`src/interrupt_source_map_pkg.sv`:
```
// Constants, codes and types shared by the interrupt source map design files
package interrupt_source_map_pkg;
    localparam int NUM_IRQ = 32;
    localparam int NUM_EXC = 35;
    localparam int IDX_NMI = 32;
    localparam int IDX_SVC = 33;
    localparam int IDX_PENDED_SVC = 34;
    localparam int IRQ_SPI0 = 0;
    localparam int IRQ_SPI1 = 1;
    localparam int IRQ_USART0 = 3;
    localparam int IRQ_USART1 = 4;
    localparam int IRQ_USART2 = 5;
    localparam int IRQ_TWO_WIRE = 8;
    localparam int IRQ_STATE_TIMER = 9;
    localparam int IRQ_MULTIRATE = 10;
    localparam int IRQ_COMPARATOR = 11;
    localparam int IRQ_WATCHDOG = 12;
    localparam int IRQ_BROWNOUT = 13;
    localparam int IRQ_WAKEUP = 15;
    localparam int IRQ_PIN_BASE = 24;
    localparam int SERIAL_FLAG_W = 8;
    localparam int TWO_WIRE_FLAG_W = 8;
    localparam int TIMER_EVENT_W = 8;
    localparam int MULTIRATE_CH = 4;
    localparam int PIN_CH = 8;
    localparam logic [5:0] EXC_IRQ_BASE = 6'h10;
    localparam logic [5:0] EXC_NMI = 6'h02;
    localparam logic [5:0] EXC_SVC = 6'h0b;
    localparam logic [5:0] EXC_PENDED_SVC = 6'h0e;
    localparam logic [2:0] PRIO_NMI = 3'h0;
    localparam logic [2:0] PRIO_NONE = 3'h7;
    localparam logic [1:0] PRIO_RESET = 2'h0;
    localparam logic [31:0] VECTOR_BASE_RESET = 32'h00000000;
    localparam logic [31:0] VECTOR_BASE_MASK = 32'hffffff80;
    typedef enum logic [1:0] {
        ST_IDLE = 2'b01,
        ST_ENTRY = 2'b10
    } entry_state_type;
endpackage

```
`src/request_collector.sv`:
```
// Gathers one peripheral's enabled source flags into one registered request line
`timescale 1ns/1ps
module request_collector #(
    parameter int W = 8
) (
    input wire logic clk,
    input wire logic reset,
    input wire logic [W-1:0] flags,
    input wire logic [W-1:0] enables,
    output logic req
);
    wire anyActive = |(flags & enables);

    always_ff @(posedge clk or posedge reset) begin
        if (reset) begin
            req <= 1'b0;
        end else begin
            req <= anyActive;
        end
    end
endmodule

```
`src/priority_picker.sv`:
```
// Picks the most urgent candidate; on a tie the lowest index wins
`timescale 1ns/1ps
module priority_picker #(
    parameter int N = 35
) (
    input wire logic [N-1:0] cand,
    input wire logic [3*N-1:0] prio,
    output logic found,
    output logic [5:0] bestIdx,
    output logic [2:0] bestPrio
);
    always_comb begin
        found = 1'b0;
        bestIdx = 6'h00;
        bestPrio = interrupt_source_map_pkg::PRIO_NONE;
        for (int i = 0; i < N; i++) begin
            // Strictly-less keeps the earlier, lower-numbered one on a tie
            if (cand[i] && (prio[3*i +: 3] < bestPrio)) begin
                found = 1'b1;
                bestIdx = 6'(i);
                bestPrio = prio[3*i +: 3];
            end
        end
    end
endmodule

```
`src/interrupt_source_map.sv`:
```
// Interrupt source map: line collection, pending/active state, arbitration and entry hand-off
`timescale 1ns/1ps
module interrupt_source_map (
    input wire logic clk,
    input wire logic reset,
    input wire logic [7:0] spiFlags0,
    input wire logic [7:0] spiEnables0,
    input wire logic [7:0] spiFlags1,
    input wire logic [7:0] spiEnables1,
    input wire logic [7:0] usartFlags0,
    input wire logic [7:0] usartEnables0,
    input wire logic [7:0] usartFlags1,
    input wire logic [7:0] usartEnables1,
    input wire logic [7:0] usartFlags2,
    input wire logic [7:0] usartEnables2,
    input wire logic [7:0] twoWireFlags,
    input wire logic [7:0] twoWireEnables,
    input wire logic [7:0] timer_event_flags,
    input wire logic [7:0] timerEventEnables,
    input wire logic [3:0] multirateFlags,
    input wire logic comparator_edge_flag,
    input wire logic watchdog_warning_flag,
    input wire logic brownoutLevelFlag,
    input wire logic wakeup_alarm_flag,
    input wire logic [7:0] pin_event_status,
    input wire logic enableWrite,
    input wire logic [4:0] enableIndex,
    input wire logic enableValue,
    input wire logic prioWrite,
    input wire logic [5:0] prioIndex,
    input wire logic [1:0] prioValue,
    input wire logic pendSet,
    input wire logic pendClear,
    input wire logic [4:0] pendIndex,
    input wire logic svcRequest,
    input wire logic pendSvSet,
    input wire logic nmiSoftware,
    input wire logic nmiSourceEnable,
    input wire logic [4:0] nmiSourceIndex,
    input wire logic boostEnable,
    input wire logic [1:0] boostLevel,
    input wire logic vectorBaseWrite,
    input wire logic [31:0] vectorBaseData,
    input wire logic excAccept,
    input wire logic excEntryDone,
    input wire logic excReturn,
    output logic excRequest,
    output logic [5:0] excNumber,
    output logic [31:0] excVector,
    output logic lateArrival,
    output logic [2:0] runningPriority,
    output logic [31:0] pendingStatus,
    output logic [31:0] enableStatus,
    output logic [31:0] vector_base_reg
);
    localparam int NE = interrupt_source_map_pkg::NUM_EXC;
    localparam int NI = interrupt_source_map_pkg::NUM_IRQ;

    wire serial_periph0_req;
    wire serial_periph1_req;
    wire async_serial0_req;
    wire async_serial1_req;
    wire async_serial2_req;
    wire two_wire_req;
    wire state_timer_req;
    wire multirate_timer_req;
    wire [11:0] singleReq;
    wire [31:0] irqLines;

    request_collector #(.W(interrupt_source_map_pkg::SERIAL_FLAG_W)) u_spi0 (
        .clk(clk), .reset(reset), .flags(spiFlags0), .enables(spiEnables0), .req(serial_periph0_req));
    request_collector #(.W(interrupt_source_map_pkg::SERIAL_FLAG_W)) u_spi1 (
        .clk(clk), .reset(reset), .flags(spiFlags1), .enables(spiEnables1), .req(serial_periph1_req));
    request_collector #(.W(interrupt_source_map_pkg::SERIAL_FLAG_W)) u_usart0 (
        .clk(clk), .reset(reset), .flags(usartFlags0), .enables(usartEnables0), .req(async_serial0_req));
    request_collector #(.W(interrupt_source_map_pkg::SERIAL_FLAG_W)) u_usart1 (
        .clk(clk), .reset(reset), .flags(usartFlags1), .enables(usartEnables1), .req(async_serial1_req));
    request_collector #(.W(interrupt_source_map_pkg::SERIAL_FLAG_W)) u_usart2 (
        .clk(clk), .reset(reset), .flags(usartFlags2), .enables(usartEnables2), .req(async_serial2_req));
    request_collector #(.W(interrupt_source_map_pkg::TWO_WIRE_FLAG_W)) u_two_wire (
        .clk(clk), .reset(reset), .flags(twoWireFlags), .enables(twoWireEnables), .req(two_wire_req));
    request_collector #(.W(interrupt_source_map_pkg::TIMER_EVENT_W)) u_state_timer (
        .clk(clk), .reset(reset), .flags(timer_event_flags), .enables(timerEventEnables),
        .req(state_timer_req));
    // Global multi-rate line: every channel flag counts
    request_collector #(.W(interrupt_source_map_pkg::MULTIRATE_CH)) u_multirate (
        .clk(clk), .reset(reset), .flags(multirateFlags), .enables({4{1'b1}}),
        .req(multirate_timer_req));

    // Single-flag sources share the same one-cycle registration as the wide ones
    wire [11:0] singleFlags = {pin_event_status, wakeup_alarm_flag, brownoutLevelFlag,
                               watchdog_warning_flag, comparator_edge_flag};
    for (genvar s = 0; s < 12; s++) begin : g_single
        request_collector #(.W(1)) u_single (
            .clk(clk), .reset(reset), .flags(singleFlags[s]), .enables(1'b1), .req(singleReq[s]));
    end

    // Fixed number map; reserved numbers are constant zero
    assign irqLines[interrupt_source_map_pkg::IRQ_SPI0] = serial_periph0_req;
    assign irqLines[interrupt_source_map_pkg::IRQ_SPI1] = serial_periph1_req;
    assign irqLines[2] = 1'b0;
    assign irqLines[interrupt_source_map_pkg::IRQ_USART0] = async_serial0_req;
    assign irqLines[interrupt_source_map_pkg::IRQ_USART1] = async_serial1_req;
    assign irqLines[interrupt_source_map_pkg::IRQ_USART2] = async_serial2_req;
    assign irqLines[7:6] = 2'h0;
    assign irqLines[interrupt_source_map_pkg::IRQ_TWO_WIRE] = two_wire_req;
    assign irqLines[interrupt_source_map_pkg::IRQ_STATE_TIMER] = state_timer_req;
    assign irqLines[interrupt_source_map_pkg::IRQ_MULTIRATE] = multirate_timer_req;
    assign irqLines[interrupt_source_map_pkg::IRQ_COMPARATOR] = singleReq[0];
    assign irqLines[interrupt_source_map_pkg::IRQ_WATCHDOG] = singleReq[1];
    assign irqLines[interrupt_source_map_pkg::IRQ_BROWNOUT] = singleReq[2];
    assign irqLines[14] = 1'b0;
    assign irqLines[interrupt_source_map_pkg::IRQ_WAKEUP] = singleReq[3];
    assign irqLines[23:16] = 8'h00;
    assign irqLines[28:24] = singleReq[8:4];
    assign irqLines[31:29] = singleReq[11:9];

    logic [NE-1:0] pend;
    logic [NE-1:0] active;
    logic [2*NE-1:0] prioReg;
    interrupt_source_map_pkg::entry_state_type state;
    logic [5:0] presentedIdx;
    logic [2:0] presentedPrio;

    // Extended priority: 0 is the non-maskable slot, programmable level p becomes p+1
    wire [3*NE-1:0] extPrio;
    for (genvar e = 0; e < NE; e++) begin : g_prio
        if (e == interrupt_source_map_pkg::IDX_NMI) begin : g_nmi
            assign extPrio[3*e +: 3] = interrupt_source_map_pkg::PRIO_NMI;
        end else begin : g_prog
            assign extPrio[3*e +: 3] = 3'({1'b0, prioReg[2*e +: 2]} + 3'h1);
        end
    end

    wire runFound;
    wire [5:0] runIdx;
    wire [2:0] runPrio;
    priority_picker #(.N(NE)) u_running (
        .cand(active), .prio(extPrio), .found(runFound), .bestIdx(runIdx), .bestPrio(runPrio));

    wire [2:0] maskThresh = boostEnable ? 3'({1'b0, boostLevel} + 3'h1) : interrupt_source_map_pkg::PRIO_NONE;
    wire [NE-1:0] eligible;
    for (genvar e = 0; e < NE; e++) begin : g_elig
        // Only strictly more urgent than the running level may preempt
        assign eligible[e] = pend[e] && !active[e] && (extPrio[3*e +: 3] < runPrio) &&
                             (e == interrupt_source_map_pkg::IDX_NMI || extPrio[3*e +: 3] < maskThresh);
    end

    wire candFound;
    wire [5:0] candIdx;
    wire [2:0] candPrio;
    priority_picker #(.N(NE)) u_pending (
        .cand(eligible), .prio(extPrio), .found(candFound), .bestIdx(candIdx), .bestPrio(candPrio));

    wire inIdle = (state == interrupt_source_map_pkg::ST_IDLE);
    wire inEntry = (state == interrupt_source_map_pkg::ST_ENTRY);
    wire takeEntry = inIdle && excRequest && excAccept;
    wire entryCommit = inEntry && excEntryDone;
    wire lateSwitch = inEntry && !excEntryDone && candFound && (candPrio < presentedPrio);
    wire holdPresented = (inEntry && !lateSwitch) || takeEntry;

    // Pending: hardware and software sets win over a clear in the same cycle
    wire nmiLine = nmiSourceEnable && irqLines[nmiSourceIndex];
    wire [NE-1:0] setPend;
    wire [NE-1:0] clrPend;
    wire [NE-1:0] setAct;
    wire [NE-1:0] clrAct;
    for (genvar e = 0; e < NI; e++) begin : g_irq_pend
        assign setPend[e] = (irqLines[e] && enableStatus[e]) || (pendSet && pendIndex == 5'(e));
        assign clrPend[e] = pendClear && pendIndex == 5'(e);
    end
    assign setPend[interrupt_source_map_pkg::IDX_NMI] = nmiSoftware || nmiLine;
    assign setPend[interrupt_source_map_pkg::IDX_SVC] = svcRequest;
    assign setPend[interrupt_source_map_pkg::IDX_PENDED_SVC] = pendSvSet;
    assign clrPend[NE-1:NI] = 3'h0;
    for (genvar e = 0; e < NE; e++) begin : g_act
        assign setAct[e] = entryCommit && presentedIdx == 6'(e);
        assign clrAct[e] = excReturn && runFound && runIdx == 6'(e);
    end
    wire [NE-1:0] next_pend = (pend & ~(clrPend | setAct)) | setPend;
    wire [NE-1:0] next_active = (active & ~clrAct) | setAct;

    wire [5:0] next_presentedIdx = holdPresented ? presentedIdx : candIdx;
    wire [2:0] next_presentedPrio = holdPresented ? presentedPrio : candPrio;
    wire next_request = entryCommit ? 1'b0 : ((inEntry || takeEntry) ? 1'b1 : candFound);
    interrupt_source_map_pkg::entry_state_type next_state;
    always_comb begin
        case (state)
            interrupt_source_map_pkg::ST_IDLE: begin
                next_state = takeEntry ? interrupt_source_map_pkg::ST_ENTRY : interrupt_source_map_pkg::ST_IDLE;
            end
            interrupt_source_map_pkg::ST_ENTRY: begin
                next_state = entryCommit ? interrupt_source_map_pkg::ST_IDLE : interrupt_source_map_pkg::ST_ENTRY;
            end
            default: begin
                next_state = interrupt_source_map_pkg::ST_IDLE;
            end
        endcase
    end

    // Each index has its own vector slot, one word per exception number
    wire [5:0] next_number = (next_presentedIdx == 6'(interrupt_source_map_pkg::IDX_NMI)) ?
                             interrupt_source_map_pkg::EXC_NMI :
                             (next_presentedIdx == 6'(interrupt_source_map_pkg::IDX_SVC)) ?
                             interrupt_source_map_pkg::EXC_SVC :
                             (next_presentedIdx == 6'(interrupt_source_map_pkg::IDX_PENDED_SVC)) ?
                             interrupt_source_map_pkg::EXC_PENDED_SVC :
                             6'(next_presentedIdx + interrupt_source_map_pkg::EXC_IRQ_BASE);
    wire [31:0] next_base = vectorBaseWrite ? (vectorBaseData & interrupt_source_map_pkg::VECTOR_BASE_MASK)
                                            : vector_base_reg;
    wire [31:0] next_vector = next_base + {24'h000000, next_number, 2'b00};

    wire [1:0] prioFill = prioValue;
    wire prioHit = prioWrite && prioIndex != 6'(interrupt_source_map_pkg::IDX_NMI) && prioIndex < 6'(NE);

    always_ff @(posedge clk or posedge reset) begin
        if (reset) begin
            pend <= '0;
            active <= '0;
            state <= interrupt_source_map_pkg::ST_IDLE;
            presentedIdx <= 6'h00;
            presentedPrio <= interrupt_source_map_pkg::PRIO_NONE;
        end else begin
            pend <= next_pend;
            active <= next_active;
            state <= next_state;
            presentedIdx <= next_presentedIdx;
            presentedPrio <= next_presentedPrio;
        end
    end

    always_ff @(posedge clk or posedge reset) begin
        if (reset) begin
            prioReg <= {NE{interrupt_source_map_pkg::PRIO_RESET}};
            enableStatus <= 32'h00000000;
        end else begin
            if (prioHit) begin
                prioReg[2*prioIndex +: 2] <= prioFill;
            end
            if (enableWrite) begin
                enableStatus[enableIndex] <= enableValue;
            end
        end
    end

    always_ff @(posedge clk or posedge reset) begin
        if (reset) begin
            vector_base_reg <= interrupt_source_map_pkg::VECTOR_BASE_RESET;
            excRequest <= 1'b0;
            excNumber <= 6'h00;
            excVector <= 32'h00000000;
            lateArrival <= 1'b0;
            runningPriority <= interrupt_source_map_pkg::PRIO_NONE;
            pendingStatus <= 32'h00000000;
        end else begin
            vector_base_reg <= next_base;
            excRequest <= next_request;
            excNumber <= next_number;
            excVector <= next_vector;
            lateArrival <= lateSwitch;
            runningPriority <= runPrio;
            pendingStatus <= next_pend[NI-1:0];
        end
    end
endmodule

```
`config.mk`:
```
export PLATFORM = sky130hd
export DESIGN_NAME = interrupt_source_map
export DESIGN_NICKNAME = d
export VERILOG_FILES = /design/src/interrupt_source_map_pkg.sv /design/src/request_collector.sv /design/src/priority_picker.sv /design/src/interrupt_source_map.sv
export SDC_FILE = /design/constraint.sdc
export NUM_CORES = 2
export LEC_CHECK = 0
export ABC_AREA = 0
export BUFFER_PORTS_ARGS = -buffer_cell sky130_fd_sc_hd__buf_2
export CAP_MARGIN = 30
export CORE_ASPECT_RATIO = 0.75
export CORE_MARGIN = 4
export CORE_UTILIZATION = 59
export CTS_CLUSTER_DIAMETER = 150
export DETAILED_ROUTE_END_ITERATION = 12
export GPL_TIMING_DRIVEN = 1
export PLACE_DENSITY = 0.81
export SETUP_SLACK_MARGIN = 0.2
export SYNTH_ARGS = -nofsm -noshare
export SYNTH_HDL_FRONTEND = slang
export SYNTH_HIERARCHICAL = 1
export SYNTH_SLANG_ARGS = --single-unit
```
`constraint.sdc`:
```
create_clock -name clk -period 36.9 [get_ports clk]
set_input_delay 1.845 -clock clk [delete_from_list [all_inputs] [get_ports clk]]
set_output_delay 1.845 -clock clk [all_outputs]
set_load 0.1 [all_outputs]
```
==> results.txt <==
Worst hold path startpoint: pend[33]$_DFF_PP0_. The mean post-synth cell area is 8.04 um^2. The worst register-to-register path begins at prioReg[2]$_DFFE_PP0P_. The largest individual stage delay along the critical path comes from the cell o311ai_1. After Yosys synthesis, XOR and XNOR cells account for 0.927% of the synthesized area. The final number of hold-violating endpoints was 0. The complex-gate fraction of the synthesized area is 26.9%, and the CTS sink count is 272. The number of post-CTS setup repair buffers is 0, and the delay contributed by the slowest stage of the critical path is 0.65 ns. Yosys printed 6 warnings. The register with the most flip-flops in the final layout is prioReg. Met2 routed wirelength: 39,000 um.

The tools report the post-synthesis instance area as 27,400 um^2. In the synthesized netlist the dominant register cell turns out to be dfrtp_1. Buffers placed on the I/O ports in this run total 328.

After synthesis the netlist holds a flip-flop and latch count of 272. The routed via count divided by cell count is 6.58, and the area of the placeable core is 45,900 um^2. STA puts the critical path data required time at 37.31 ns. The floorplan has 68 rows. The worst hold path depth works out to 1.

The highest routed metal layer was met5. The first detailed-routing pass ran for 12 iterations. The tools report the number of levels the H-tree was split into as 1.

The worst-case clock buffer depth is 3, and the multiplexer share of the synthesized area is 6.28%. The max-slew violation total from the final report came out at 0. Data arrives at the worst endpoint at 32.88 ns. The run gives 0 as the number of hold-repair buffers added at the cts stage. The total congestion overflow was 0. For the post-cts gate resize count, the log shows 0.

The number of cells on the worst reg-to-reg path is 115. The dominant combinational cell family by area after synthesis was compound AO/OA/AOI/OAI gates. The final core area utilization was 66.2%; the fraction of registers with async set or reset after synthesis was 100%.

The most frequent cell on the critical path was ha_1. The endpoint identified for the worst register-to-register timing path is excVector[30]$_DFF_PP0_. The synthesized instance count came out at 3,405. The kind of capture point of the worst setup path is a register. The vertical extent of the die came out at 195 um.

Setup repair after global routing left no endpoint under its margin. The vias after detailed routing is 28,600, and the number of buffers added by the clock tree synthesis step is 27. Between clock sinks in the finished design, the worst skew comes to 0.0164 ns. Summing the areas of all and, or, nand and nor instances in the mapped netlist gives 25.0% of the synthesized area. The clock tree root buffer cell is clkbuf_16.

In this run, synthesis inferred 0 flip-flops with an integrated enable. The via count of the first global-routing pass was 25,500. The run finished with clean final reports. The critical setup path kind is register to register.

The transition time at the pin with the least slew margin came out at 1.07 ns. Detailed placement ended at an HPWL of 73,200 um. Once the floorplan was initialized, standard cells occupied 59.6% of the core. The critical path contains buffers and inverters numbering 5 combined.

Leaving out fill and tap cells, the most frequent cell in the layout is nand2_1. Worst hold margin: 0.476 ns. The critical-path maximum fanout is 34, and the post-route clock period utilization is 88.0%. In this run the count of I/O pins placed on the die edge is 340. The overall routed net length was 92,900 um.

Startpoint kind of the worst setup timing path: a register. In this run the worst hold path is classified as register to register. The multi-input combinational cells in the finished layout cover a total of 19,500 um^2.

The logs give 8 for the initial antenna violation count and 114 for the unique cell type count in the Yosys netlist. The routed design could run at a clock period as short as 32.47 ns. The largest registers in the layout are prioReg: 68 flops, active: 35 flops, pend: 35 flops. The register with the most flip-flops in the layout has 68 of them. For this run, the register share of the synthesized area comes to 24.9%. Remaining antenna violation count after routing: 0. Clock latency on the worst-skew pair, taken at its later pin, is 0.56 ns.

Leaving out fill and tap cells, the most frequent cells in the layout are 349 x nand2_1, 329 x buf_2, 312 x nor2_1. The headroom to the max-slew limit was 27.9%; the post-synthesis adder-cell area fraction was 11.4%. The area added between synthesis and finish was 11.1%; the placer congestion estimate was 1.00.

The met1 routed wirelength after detailed routing is 41,200 um. The path with the worst hold slack has its endpoint at pend[33]$_DFF_PP0_. Sum of met3 wire segment lengths after detailed routing: 9670 um.

The count of fill cells added during filler insertion was 3,921; the fraction of layout cells with a size suffix above 1 was 16.6%. The final count of negative-setup-slack endpoints was 0; the number of remaining DRC errors was 0. The first global-routing pass estimated 143,000 um of wire.

The fmax is 0.0308 GHz. The run gives 4.43 ns as the slack of the worst reg-to-reg path. The max-cap check violation count was 0; the total global-route track usage was 35.1%.

The die covers 50,000 um^2. The clock-pin slew reported for the worst setup and hold paths after clock tree synthesis works out to 0.07 ns. In this run the horizontal extent of the chip is 257 um.

Registers take 6820 um^2. For the pin count of the biggest net entering global routing, the log shows 85. The total number of nets in the final design came out at 4,116. Broken down by cell family, the worst path's largest delay share belongs to compound AO/OA/AOI/OAI gates. Wire length per cell: 21.4 um. The logs give 0 ns for the post-route setup TNS and 3,622 for the initial DRC count.

TritonCTS built the clock tree.
-- cell families (layout without fill, tap and decap cells) --
logic type,Yosys count,in the layout
and+or+nand+nor,1342,1342
adders and majority gates,263,263
xor gates and xnor gates,29,29
muxes,150,150
other,2,53
buffers and inverters,283,576
AOI/OAI and AO/OA,1064,1064
DFF,272,272
-- routing by layer --
| metal | vias up | track usage [%] |
|---|---|---|
| li1 | 13300 | - |
| met1 | 13600 | 52.2 |
| met2 | 1500 | 51.3 |
| met3 | 219 | 7.93 |
| met4 | 4 | 9.75 |
| met5 | - | 0 |
-- metrics by stage --
step / instances / setup slack, ns / cell area (um^2)
floorplan: 3449 / 10.46 / 27600
global placement: 4285 / 6.48 / 29500
detailed placement: 4288 / 5.95 / 29500
CTS: 4337 / 5.62 / 30400
global route: 4343 / 2.38 / 30400
finish: 4344 / 4.43 / 30400
-- synthesized netlist by cell type, types with 40 or more instances --
| library cell | n | share of area, % |
|---|---|---|
| nand3_1 | 79 | 1.4 |
| inv_1 | 183 | 2.5 |
| maj3_1 | 68 | 2.5 |
| o21ai_0 | 273 | 5.0 |
| ha_1 | 192 | 8.8 |
| and2_1 | 41 | 0.94 |
| buf_4 | 40 | 1.1 |
| nor4b_1 | 41 | 1.3 |
| and3_1 | 60 | 1.4 |
| a21oi_1 | 158 | 2.9 |
| nand2_1 | 349 | 4.8 |
| or2_2 | 43 | 0.98 |
| dfrtp_1 | 265 | 24 |
| a21boi_0 | 81 | 2.2 |
| o21a_1 | 52 | 1.4 |
| nor2b_1 | 79 | 1.8 |
| o211ai_1 | 42 | 1.2 |
| nand2b_1 | 91 | 2.1 |
| nor3_1 | 79 | 1.4 |
| mux2_2 | 106 | 4.4 |
| nor2_1 | 312 | 4.3 |
-- worst register-to-register path, delay by kind of cell, from the launching register on --
family                   cells  cell delay, ns
multiplexers                 5            1.80
AND/OR/NAND/NOR             28            7.34
flip-flops                   1            0.42
adder cells (fa/ha/maj)      9            2.69
XOR/XNOR                     1            0.12
buffers and inverters        5            0.93
AO/OA/AOI/OAI               67           19.00
-- worst max path at each step --
stage | from | to | cells past startpoint
6_report | prioReg[2]$_DFFE_PP0P_ | excVector[30]$_DFF_PP0_ | 115
5_1_grt | prioReg[2]$_DFFE_PP0P_ | excVector[30]$_DFF_PP0_ | 114
4_1_cts | prioReg[2]$_DFFE_PP0P_ | excVector[30]$_DFF_PP0_ | 114
3_5_place_dp | prioReg[2]$_DFFE_PP0P_ | excVector[30]$_DFF_PP0_ | 114
3_3_place_gp | prioReg[2]$_DFFE_PP0P_ | excVector[26]$_DFF_PP0_ | 114
2_1_floorplan | prioReg[2]$_DFFE_PP0P_ | excVector[23]$_DFF_PP0_ | 118
-- area by class of cell --
cell class	instances	share of cell area (%)
tap	595	2.45
inverter	183	2.28
clock buffer	37	2.44
clock inverter	12	0.428
multi-input combinational	2894	64.0
timing repair buffer	344	5.91
antenna	7	0.0576
sequential	272	22.4
Power is left out: the tool's default activity adds up to more than one toggle a clock period on the data nets, which glitch-free logic cannot reach.
